<file path="config.mk">
export PLATFORM = sky130hd
export DESIGN_NAME = run_ctl
export DESIGN_NICKNAME = d
export VERILOG_FILES = /design/src/common/run_ctl_pkg.sv /design/src/run_ctl.sv /design/src/trace_mem.sv
export SDC_FILE = /design/constraint.sdc
export NUM_CORES = 1
export LEC_CHECK = 0
export ABC_CLOCK_PERIOD_IN_PS = 2400
export BUFFER_PORTS_ARGS = -buffer_cell sky130_fd_sc_hd__buf_2
export CAP_MARGIN = 30
export CORE_AREA = 2 2 122 124
export CTS_CLUSTER_DIAMETER = 150
export DETAILED_ROUTE_END_ITERATION = 6
export DIE_AREA = 0 0 124 126
export GPL_ROUTABILITY_DRIVEN = 0
export MAX_ROUTING_LAYER = met4
export PLACE_DENSITY = 0.76
export SYNTH_ARGS = -nofsm -noshare
export SYNTH_HDL_FRONTEND = slang
export SYNTH_SLANG_ARGS = --single-unit
</file>
<file path="constraint.sdc">
create_clock -name clk -period 2.4 [get_ports clk]
set_input_delay 0.48 -clock clk [delete_from_list [all_inputs] [get_ports clk]]
set_output_delay 0.48 -clock clk [all_outputs]
set_load 0.01 [all_outputs]
</file>
<file path="src/common/run_ctl_pkg.sv">
// package: register map, field layout and types for debug run control
package run_ctl_pkg;

  localparam int NUM_CORES = 2;
  localparam int NUM_EVENTS = 4;
  localparam int ADDR_W = 4;
  localparam int DATA_W = 32;
  localparam int TRACE_DEPTH = 16;
  localparam int TRACE_AW = 4;

  // register offsets (byte addresses)
  localparam logic [ADDR_W-1:0] OFS_CTRL = 4'h0;
  localparam logic [ADDR_W-1:0] OFS_CMD = 4'h4;
  localparam logic [ADDR_W-1:0] OFS_STATUS = 4'h8;
  localparam logic [ADDR_W-1:0] OFS_IRQ_STAT = 4'hc;
  // IRQ_MASK sits at 4'hd, right after OFS_IRQ_STAT at 4'hc
  localparam logic [ADDR_W-1:0] OFS_IRQ_MASK = 4'hd;
  localparam logic [ADDR_W-1:0] OFS_TRACE_CFG = 4'he;
  localparam logic [ADDR_W-1:0] OFS_TRACE_STAT = 4'hf;

  // ctrl fields
  localparam int CTRL_RST_MASK_BIT = 0;
  localparam int CTRL_TRACE_INT_BIT = 1;
  localparam int CTRL_TRACE_RT_BIT = 2;
  // cmd fields (write pulses)
  localparam int CMD_BREAK_LSB = 0;
  localparam int CMD_RUN_LSB = 2;
  localparam int CMD_STEP_LSB = 4;
  localparam int CMD_DBG_RST_BIT = 6;
  // trace cfg fields
  localparam int TCFG_FULL_STOP_BIT = 0;
  localparam int TCFG_DELAY_STOP_BIT = 1;
  localparam int TCFG_DELAY_LSB = 8;
  localparam int TCFG_DELAY_W = 8;
  // status-interrupt bit positions
  localparam int IRQB_OVERFLOW = 0;
  localparam int IRQB_DBG_RST = 1;
  localparam int IRQB_BREAK = 2;
  localparam int IRQB_TRACE_STOP = 3;
  localparam int IRQ_W = 4;

  localparam logic [DATA_W-1:0] CTRL_RESET = 32'h0000_0000;
  localparam logic [DATA_W-1:0] TCFG_RESET = 32'h0000_0000;
  // ids that survive core reset (sys_rst clears them too): debug access, customer a, data flash
  localparam logic [7:0] ID_KEEP_MASK = 8'h07;

  typedef enum logic [2:0] {
    RUN_EXEC = 3'b001,
    RUN_BREAK = 3'b010,
    RUN_STEP = 3'b100
  } run_state_t;

  typedef struct packed {
    logic valid;
    logic data_cmp;
    logic suppressed;
    logic range_or_type;
    logic data_match;
  } access_evt_t;

  typedef struct packed {
    logic maskable_irq;
    logic fast_maskable_irq;
    logic fast_nonmaskable_irq;
  } irq_set_t;

endpackage

</file>
<file path="src/run_ctl.sv">
// debug run control: reset and interrupt masking, halt, trace capture
// How it works
// - single-step state masks user system and user program resets
// - emulator reset always applies, regardless of mask or run state
// - after emulator reset every core is put into break
// - software reset after resuming from break may be lost
// - single-step masks maskable, fast maskable and fast nonmaskable irqs
// - irqs arriving while masked stay pending until unmasked
// - a break request releases a core from halt mode
// - halt in single step breaks at next instruction, no halt
// - up to four access events reported in one cycle
// - suppressed accesses never hit data-compare events
// - type-point or range tracing ignores data comparison
// - trace overflow sets a sticky loss flag
// - full stop and delayed stop only with internal realtime trace
// - core reset drops id authentications except three kept ids; sys_rst clears all
module run_ctl (
  input wire logic clk,
  input wire logic sys_rst,
  input wire logic [run_ctl_pkg::ADDR_W-1:0] addr,
  input wire logic [run_ctl_pkg::DATA_W-1:0] wdata,
  input wire logic wr_stb,
  input wire logic rd_stb,
  output logic [run_ctl_pkg::DATA_W-1:0] rdata,
  output logic irq,
  input wire logic user_rst_req,
  input wire logic [run_ctl_pkg::NUM_CORES-1:0] sw_rst_req,
  output logic core_rst,
  input wire run_ctl_pkg::irq_set_t [run_ctl_pkg::NUM_CORES-1:0] irq_in,
  output run_ctl_pkg::irq_set_t [run_ctl_pkg::NUM_CORES-1:0] irq_out,
  input wire logic [run_ctl_pkg::NUM_CORES-1:0] irq_ack,
  input wire logic [run_ctl_pkg::NUM_CORES-1:0] halt_instr,
  input wire logic [run_ctl_pkg::NUM_CORES-1:0] step_done,
  output logic [run_ctl_pkg::NUM_CORES-1:0] halted,
  output logic [run_ctl_pkg::NUM_CORES-1:0] core_run,
  input wire logic [7:0] id_auth_set,
  output logic [7:0] id_auth,
  input wire run_ctl_pkg::access_evt_t [run_ctl_pkg::NUM_EVENTS-1:0] evt_in,
  input wire logic [run_ctl_pkg::DATA_W-1:0] evt_data,
  output logic [run_ctl_pkg::NUM_EVENTS-1:0] evt_hit,
  input wire logic trace_drain
);
  import run_ctl_pkg::*;

  // ----------------------------------------
  // state
  // ----------------------------------------
  run_state_t [NUM_CORES-1:0] run_reg, run_next;
  logic [NUM_CORES-1:0] halt_reg, halt_next;
  logic [NUM_CORES-1:0] step_halt_reg, step_halt_next;
  irq_set_t [NUM_CORES-1:0] pend_reg, pend_next;
  logic [DATA_W-1:0] ctrl_reg, ctrl_next;
  logic [DATA_W-1:0] tcfg_reg, tcfg_next;
  logic [IRQ_W-1:0] istat_reg, istat_next;
  logic [IRQ_W-1:0] imask_reg, imask_next;
  logic [7:0] auth_reg, auth_next;
  logic [TRACE_AW:0] fill_reg, fill_next;
  logic [TRACE_AW-1:0] wptr_reg, wptr_next;
  logic [TCFG_DELAY_W-1:0] dly_reg, dly_next;
  logic dly_arm_reg, dly_arm_next;
  logic stopped_reg, stopped_next;
  logic [DATA_W-1:0] rdata_reg, rdata_next;
  logic [NUM_EVENTS-1:0] hit_reg, hit_next;
  logic rst_out_reg, rst_out_next;
  logic [DATA_W-1:0] mem_rd;

  // ----------------------------------------
  // helpers
  // ----------------------------------------
  function automatic logic is_step(input run_state_t s);
    return s == RUN_STEP;
  endfunction

  function automatic logic rst_masked(input run_state_t s);
    // break and step always mask; executing never does
    return s != RUN_EXEC;
  endfunction

  // ----------------------------------------
  // command decode
  // ----------------------------------------
  logic wr_cmd, dbg_rst, any_break, any_masked, evt_any;
  logic rt_internal, trace_wr, overflow, trace_full;
  logic [NUM_CORES-1:0] brk_cmd, run_cmd, step_cmd;

  always_comb begin
    wr_cmd = wr_stb && addr == OFS_CMD;
    brk_cmd = wr_cmd ? wdata[CMD_BREAK_LSB +: NUM_CORES] : '0;
    run_cmd = wr_cmd ? wdata[CMD_RUN_LSB +: NUM_CORES] : '0;
    step_cmd = wr_cmd ? wdata[CMD_STEP_LSB +: NUM_CORES] : '0;
    dbg_rst = wr_cmd && wdata[CMD_DBG_RST_BIT];
    any_break = 1'b0;
    any_masked = 1'b0;
    for (int c = 0; c < NUM_CORES; c++) begin
      if (run_reg[c] == RUN_BREAK) begin
        any_break = 1'b1;
      end
      if (rst_masked(run_reg[c])) begin
        any_masked = 1'b1;
      end
    end
  end

  // ----------------------------------------
  // reset masking
  // ----------------------------------------
  always_comb begin
    rst_out_next = 1'b0;
    if (dbg_rst) begin
      rst_out_next = 1'b1;
    end else if ((user_rst_req || |sw_rst_req) && !any_masked) begin
      // mask option adds nothing beyond break/step masking
      rst_out_next = 1'b1;
    end
  end

  // ----------------------------------------
  // run state, halt and interrupts per core
  // ----------------------------------------
  always_comb begin
    run_next = run_reg;
    halt_next = halt_reg;
    step_halt_next = step_halt_reg;
    pend_next = pend_reg;
    for (int c = 0; c < NUM_CORES; c++) begin
      // capture requests, keep until serviced
      pend_next[c] = pend_reg[c] | irq_in[c];
      if (irq_ack[c] && run_reg[c] == RUN_EXEC) begin
        pend_next[c] = irq_in[c];
      end
      unique case (run_reg[c])
        RUN_EXEC: begin
          if (halt_instr[c]) begin
            halt_next[c] = 1'b1;
          end
          if (brk_cmd[c]) begin
            run_next[c] = RUN_BREAK;
            halt_next[c] = 1'b0;
          end
        end
        RUN_BREAK: begin
          if (run_cmd[c]) begin
            run_next[c] = RUN_EXEC;
          end else if (step_cmd[c]) begin
            run_next[c] = RUN_STEP;
          end
          if (brk_cmd[c]) begin
            halt_next[c] = 1'b0;
          end
        end
        RUN_STEP: begin
          if (halt_instr[c]) begin
            step_halt_next[c] = 1'b1;
          end
          if (step_done[c] || brk_cmd[c] || step_halt_reg[c]) begin
            run_next[c] = RUN_BREAK;
            step_halt_next[c] = 1'b0;
          end
        end
      endcase
    end
    if (rst_out_reg) begin
      for (int c = 0; c < NUM_CORES; c++) begin
        run_next[c] = RUN_BREAK;
      end
      halt_next = '0;
      step_halt_next = '0;
    end
  end

  always_comb begin
    for (int c = 0; c < NUM_CORES; c++) begin
      // break and step both mask; pending stays held
      irq_out[c] = rst_masked(run_reg[c]) ? '0 : pend_reg[c];
    end
  end

  // ----------------------------------------
  // access events
  // ----------------------------------------
  always_comb begin
    for (int e = 0; e < NUM_EVENTS; e++) begin
      // all four evaluated in parallel
      hit_next[e] = evt_in[e].valid;
      if (evt_in[e].data_cmp && !evt_in[e].range_or_type) begin
        hit_next[e] = evt_in[e].valid && evt_in[e].data_match
                      && !evt_in[e].suppressed;
      end
    end
    // type/range points ignore data compare
    evt_any = |hit_next;
  end

  // ----------------------------------------
  // trace capture
  // ----------------------------------------
  always_comb begin
    rt_internal = ctrl_reg[CTRL_TRACE_INT_BIT] && ctrl_reg[CTRL_TRACE_RT_BIT];
    trace_full = fill_reg == (TRACE_AW+1)'(TRACE_DEPTH);
    trace_wr = evt_any && !stopped_reg && !trace_full;
    overflow = evt_any && !stopped_reg && trace_full;
    wptr_next = trace_wr ? wptr_reg + 1'b1 : wptr_reg;
    fill_next = fill_reg;
    if (trace_wr && !(trace_drain && fill_reg != '0)) begin
      fill_next = fill_reg + 1'b1;
    end else if (!trace_wr && trace_drain && fill_reg != '0) begin
      fill_next = fill_reg - 1'b1;
    end
    stopped_next = stopped_reg;
    dly_arm_next = dly_arm_reg;
    dly_next = dly_reg;
    if (rt_internal) begin
      if (tcfg_reg[TCFG_FULL_STOP_BIT] && fill_next[TRACE_AW]) begin
        stopped_next = 1'b1;
      end
      if (tcfg_reg[TCFG_DELAY_STOP_BIT] && evt_any && !dly_arm_reg) begin
        dly_arm_next = 1'b1;
        dly_next = tcfg_reg[TCFG_DELAY_LSB +: TCFG_DELAY_W];
      end else if (dly_arm_reg && trace_wr) begin
        if (dly_reg == '0) begin
          stopped_next = 1'b1;
        end else begin
          dly_next = dly_reg - 1'b1;
        end
      end
    end
    if (wr_stb && addr == OFS_TRACE_CFG) begin
      stopped_next = 1'b0;
      dly_arm_next = 1'b0;
    end
  end

  trace_mem u_mem (
    .clk(clk),
    .wr_en(trace_wr),
    .wr_addr(wptr_reg),
    .wr_data(evt_data),
    .rd_addr(wptr_reg - fill_reg[TRACE_AW-1:0]),
    .rd_data(mem_rd)
  );

  // ----------------------------------------
  // registers, status and id authentication
  // ----------------------------------------
  always_comb begin
    ctrl_next = ctrl_reg;
    tcfg_next = tcfg_reg;
    imask_next = imask_reg;
    istat_next = istat_reg;
    if (wr_stb && addr == OFS_CTRL) begin
      ctrl_next = wdata;
    end
    if (wr_stb && addr == OFS_TRACE_CFG) begin
      tcfg_next = wdata;
    end
    if (wr_stb && addr == OFS_IRQ_MASK) begin
      imask_next = wdata[IRQ_W-1:0];
    end
    if (wr_stb && addr == OFS_IRQ_STAT) begin
      istat_next = istat_reg & ~wdata[IRQ_W-1:0];
    end
    // set wins over clear
    if (overflow) begin
      istat_next[IRQB_OVERFLOW] = 1'b1;
    end
    if (dbg_rst) begin
      istat_next[IRQB_DBG_RST] = 1'b1;
    end
    if (|brk_cmd || (any_break && rst_out_reg)) begin
      istat_next[IRQB_BREAK] = 1'b1;
    end
    if (stopped_next && !stopped_reg) begin
      istat_next[IRQB_TRACE_STOP] = 1'b1;
    end
    auth_next = auth_reg | id_auth_set;
    if (rst_out_reg) begin
      auth_next = auth_reg & ID_KEEP_MASK;
    end
  end

  always_comb begin
    rdata_next = '0;
    if (rd_stb) begin
      unique case (addr)
        OFS_CTRL: rdata_next = ctrl_reg;
        OFS_STATUS: begin
          for (int c = 0; c < NUM_CORES; c++) begin
            rdata_next[3*c +: 3] = run_reg[c];
          end
          rdata_next[16 +: NUM_CORES] = halt_reg;
          rdata_next[24 +: 8] = auth_reg;
        end
        OFS_IRQ_STAT: rdata_next[IRQ_W-1:0] = istat_reg;
        OFS_IRQ_MASK: rdata_next[IRQ_W-1:0] = imask_reg;
        OFS_TRACE_CFG: rdata_next = tcfg_reg;
        OFS_TRACE_STAT: begin
          rdata_next[TRACE_AW:0] = fill_reg;
          rdata_next[8] = stopped_reg;
          rdata_next[9] = istat_reg[IRQB_OVERFLOW];
        end
        default: rdata_next = '0;
      endcase
    end
  end

  always_ff @(posedge clk) begin
    if (sys_rst) begin
      for (int c = 0; c < NUM_CORES; c++) begin
        run_reg[c] <= RUN_EXEC;
      end
      halt_reg <= '0;
      step_halt_reg <= '0;
      pend_reg <= '0;
      ctrl_reg <= CTRL_RESET;
      tcfg_reg <= TCFG_RESET;
      istat_reg <= '0;
      imask_reg <= '0;
      auth_reg <= '0;
      fill_reg <= '0;
      wptr_reg <= '0;
      dly_reg <= '0;
      dly_arm_reg <= 1'b0;
      stopped_reg <= 1'b0;
      rdata_reg <= '0;
      hit_reg <= '0;
      rst_out_reg <= 1'b0;
    end else begin
      run_reg <= run_next;
      halt_reg <= halt_next;
      step_halt_reg <= step_halt_next;
      pend_reg <= pend_next;
      ctrl_reg <= ctrl_next;
      tcfg_reg <= tcfg_next;
      istat_reg <= istat_next;
      imask_reg <= imask_next;
      auth_reg <= auth_next;
      fill_reg <= fill_next;
      wptr_reg <= wptr_next;
      dly_reg <= dly_next;
      dly_arm_reg <= dly_arm_next;
      stopped_reg <= stopped_next;
      rdata_reg <= rdata_next;
      hit_reg <= hit_next;
      rst_out_reg <= rst_out_next;
    end
  end

  // ----------------------------------------
  // outputs
  // ----------------------------------------
  assign rdata = rdata_reg;
  assign irq = |(istat_reg & imask_reg);
  assign core_rst = rst_out_reg;
  assign halted = halt_reg;
  assign id_auth = auth_reg;
  assign evt_hit = hit_reg;
  always_comb begin
    for (int c = 0; c < NUM_CORES; c++) begin
      core_run[c] = run_reg[c] == RUN_EXEC;
    end
  end
endmodule

</file>
<file path="src/trace_mem.sv">
// trace memory with registered read data
module trace_mem (
  input wire logic clk,
  input wire logic wr_en,
  input wire logic [run_ctl_pkg::TRACE_AW-1:0] wr_addr,
  input wire logic [run_ctl_pkg::DATA_W-1:0] wr_data,
  input wire logic [run_ctl_pkg::TRACE_AW-1:0] rd_addr,
  output logic [run_ctl_pkg::DATA_W-1:0] rd_data
);
  import run_ctl_pkg::*;

  logic [DATA_W-1:0] mem [TRACE_DEPTH];

  always_ff @(posedge clk) begin
    if (wr_en) begin
      mem[wr_addr] <= wr_data;
    end
    rd_data <= mem[rd_addr];
  end
endmodule

</file>
# ---- After elaboration in Yosys (flattened, before gate mapping)
# Index checks and enable logic that the tools add are counted.
# Widths: inputs -> output; s select.
dict set report word_totals {
  output_inout_bits 56
  inputBits 116
  wordCells 221
  regBits 148
}
dict set report op_classes {
  n_reduce_logical 85
  n_bitwise 7
  n_mux 63
  eq_ne 32
  addsub 3
}
# operator count
set ops {}
lappend ops {{$mux 3} 12}
lappend ops {{$logic_and 1x1->1} 35}
lappend ops {{$mux 1} 28}
lappend ops {{$mux 8} 3}
lappend ops {{$pmux 4 s6} 1}
lappend ops {{$pmux 6 s2} 2}
lappend ops {{$pmux 8 s3} 1}
lappend ops {{$reduce_and 3->1} 7}
lappend ops {{$eq 4x4->1 const B} 5}
lappend ops {{$reduce_bool 2->1} 10}
lappend ops {{$pmux 3 s3} 2}
lappend ops {{$mux 5} 3}
lappend ops {{$logic_not 1->1} 14}
lappend ops {{$ne 3x1->1 const B} 4}
lappend ops {{$ne 3x3->1 const B} 4}
lappend ops {{$pmux 2 s3} 2}
lappend ops {{$ne 2x2->1 const B} 5}
lappend ops {{$reduce_or 2->1} 5}
lappend ops {{$and 4x4->4} 2}
lappend ops {{$logic_not 8->1} 1}
lappend ops {{$ne 4x4->1 const B} 2}
lappend ops {{$or 8x8->8} 1}
lappend ops {{$reduce_or 4->1} 2}
lappend ops {{$sub 8x1->8 const B} 1}
lappend ops {{other kinds (22)} 38}

# ---- Depth between registers and ports, before layout
dict set report logic_depth {
  depth_word 20
  depth_mapped 8
  mapped_depth_nobuf 7
}

# ---- Worst setup path before layout
# No wires, ideal clock.
dict set report synth_timing {
  path_type {flip-flop to flip-flop}
  start {register fill_reg[0]}
  end {register fill_reg[2]}
  setup_time_ns 0.123
  slack_ns 0.555
  t_required_ns 2.277
  path_buffers 0
  arrival_ns 1.722
  stages_incl_launch_ff 8
  cell_sequence {dfxtp_1 > inv_1 > ha_1 > nand4bb_2 > nand2b_2 > a41oi_4 > mux2i_1 > mux2_1}
}
dict set report synth_via {
  elab_chain_cells 7
}
# item line
set synth_rtl {}
lappend synth_rtl {{from (decl)} run_ctl.sv:57} ;# logic [TRACE_AW:0] fill_reg, fill_next;
lappend synth_rtl {{from (signal assigned)} run_ctl.sv:337} ;# fill_reg <= fill_next;
lappend synth_rtl {{branches (longest 7 deep; another with $sub 5x1->5)} --}
# Several ways; the timed one is not identified. The select of a mux whose other input is x is not followed.
# A chain may end at the register's enable or synchronous reset.

==> results.md <==
* Final Max Tran Viols at 0
* Vias/cell at 5.392
* CP Depth at 3
* Worst setup margin at 0.2714 ns
* Gr usage total at between 20 and 25%
* CP endpoint: irq_out[0]
* Startpoint types: flip-flop
* # setup viols final at 0
* Achievable clock frequency at about 0.47 GHz
* Hold Crit Class: input pin to flip-flop
* Synth cell types at 64
* Post-synth EDFFs at 0
* Sequential Power Share at between 40% and 50%
* Vias in the first global route at between 5000 and 6000
* Avg WL per Cell at 15.37 um
* LEAKAGE at 3.032 nW
* Initial antenna violation count at 2
* Detailed Route WL at around 17000 um
* Row count at 44
* DRC at 0
* Register area share after synthesis at roughly 47%
* Non-Filler Instances at 1080
* Iter 0 DRT Violations at ~540
* Die width at between 100 and 150 um
* Post-synth ARST share at 0%
* Largest net degree at the start of global routing at 44
* Total power at 5.915 mW
* Via Count at 5823
* Synth Instances at around 750
* Crit Path Category: flip-flop to primary output
* Outcome: completed
* Setup_tns at 0 ns
* # hold bufs at CTS at 0
* Hold Startpoint: id_auth_set[7]
* PwrDens at approximately 760 nW/um^2
* Die span in y at roughly 130 um
* Worst setup EP type: primary output
* Htree depth at 4
* Layout Skew at 0.009014 ns
* Max-cap violations at 0
* Insertion delay to the later sink of the worst-skew pair at 0.43 ns
* Remaining Overflow, GRT at 0
* Switching power at around 1.5 mW
* First-pass GRT wire length at about 26000 um
* TritonRoute pass-1 iters at 5
* Dpl ws at 0.2969 ns
* I/O Pins at about 170
* IO Port Bufs at roughly 140
* Worst path bufs/invs at 1
* Fin crit share at 88.69%
* Clock root buffer: clkbuf_16
* R2R cell count at 7
* Final instance area at 7764 sq um
* Die area at about 16000 sq um
* CP max stage delay at slightly above 0.5 ns
* CP required at around 1.9 ns
* Internal at between 4 and 5 mW
* Nets at 1002
* RR Startpoint: fill_reg[0]
* Clock share of power at 44.3%
* CTS tree: done
* CP max-delay cell: nor3b_2
* TritonCTS Buffers at 17
* Placed Area at between 7000 and 8000 sq um
* Hold Fails Final Rpt at 0
* Hold Slack at around 0.25 ns
* CTS resizes at 0
* Final Util at a little over half
* Worst vdd ir at about 460 uV
* Area Overhead vs Synth at 23.09%
* Tightest Pin Transition at approximately 0.8 ns
* Synthesized area per cell at 8.376 sq um
* R2R Path End: dly_reg[7]
* Clk sinks at between 100 and 150
* Core Box Area at around 14000 sq um
* Post-synth top flop: dfxtp_1
* R2R Setup Slk at between 0.3 and 0.4 ns
* Initial Utilization at approximately 44%
* Syn nets at around 870
* Unrepaired setup endpoints after global routing: no
* Clock-pin slew on the worst setup and hold paths at ~0.060 ns
* Worst slew margin at 46.68%
* Placed cells at 1046
* Critical path peak fanout at 10
* Post-DP HPWL at around 11000 um
* Critical path origin: run_reg[0]
* Yosys reg bits at between 100 and 150
* Mapped cell area at between 6000 and 7000 sq um
* Minimum clock period at roughly 2.1 ns
* CP Data Arrival Time at 1.65 ns
* Switch share at about a quarter
* Cell chain of the critical path: nor3b_2, and2_1, buf_2
* Cell family with most CP delay: simple AND/OR/NAND/NOR gates
* Comb pwr share at about 11%
* Layout cells sized above 1 at about a quarter
* CTS Buffer Depth at 2
* Setup bufs post-CTS at 0
* ANT nets after route at 0
* Synthesis Warnings at 0
layer usage:
layer / GRT usage [%] / wire length [um] / share of wire [%]
met5: - / 0 / 0
met4: 9.121 / 345 / 2.1
met3: 4.665 / 1000 / 6.0
met2: 33.65 / 7880 / 47
met1: 29.25 / 7369 / 44
layout by cell type (no fill, tap or decap), types with 11 or more instances in the layout:
cell type / n
inv_1: 15
mux2i_1: 27
dfxtp_1: 148
buf_4: 16
o21ai_0: 11
nor2_1: 94
a22oi_1: 21
a21oi_1: 99
buf_2: 138
nand2_1: 149
clkbuf_16: 17
worst min-delay path, cell delays in order:
cell and delay [ns]:
buf_2 0.07, nor2_1 0.03, nor2_1 0.06
Yosys cell counts (9+ instances only):
master / count / area (sq um)
a21oi_1: 99 / 495.5
a22oi_1: 21 / 157.7
buf_2: 16 / 80.08
clkbuf_1: 26 / 97.59
dfxtp_1: 148 / 2963
inv_1: 15 / 56.30
mux2i_1: 27 / 270.3
nand2_1: 149 / 559.3
nand2b_1: 9 / 56.30
nand3_1: 10 / 50.05
nor2_1: 95 / 356.6
nor2b_1: 9 / 56.30
o21ai_0: 11 / 55.05
cell type report:
| type | count | area, sq um |
|---|---|---|
| Multi-Input combinational cell | 544 | 3093 |
| Clock buffer | 21 | 460.4 |
| Inverter | 15 | 56.30 |
| Timing Repair Buffer | 155 | 830.8 |
| Sequential cell | 148 | 2963 |
| Fill cell | 1348 | 6550 |
| Clock inverter | 11 | 125.1 |
| Tap cell | 184 | 230.2 |
| Antenna cell | 2 | 5.005 |
worst min path at each step:
stage	endpoint	slack, ns	depth (start not counted)
2_1_floorplan	tcfg_reg[3]	0.43	2
3_3_place_gp	ctrl_reg[16]	0.44	2
3_5_place_dp	ctrl_reg[4]	0.45	2
4_1_cts	pend_reg[4]	0.24	3
5_1_grt	pend_reg[5]	0.26	3
6_report	id_auth[7]	0.25	3
cells by family (layout without fill, tap and decap cells):
group / after synthesis / after routing / share of synthesized area [%]
flops: 148 / 148 / 46.97
simple gates: 322 / 322 / 23.31
fa+ha+maj: 6 / 6 / 1.170
buf+inv: 61 / 202 / 4.126
compound gates: 182 / 182 / 18.43
other cells: 0 / 2 / 0
mux: 32 / 32 / 5.713
xor+xnor: 2 / 2 / 0.2778
power by group through the flow:
stage               sequential (mW)  combinational, mW  clock, mW
finish                         2.62              0.667       2.62
global route                   2.63              0.744       2.80
CTS                            2.62              0.667       2.67
detailed placement             2.68              0.662          0
global placement               2.67              0.651          0
floorplan                      2.66              0.442          0
Power figures use the tool's default switching activity.
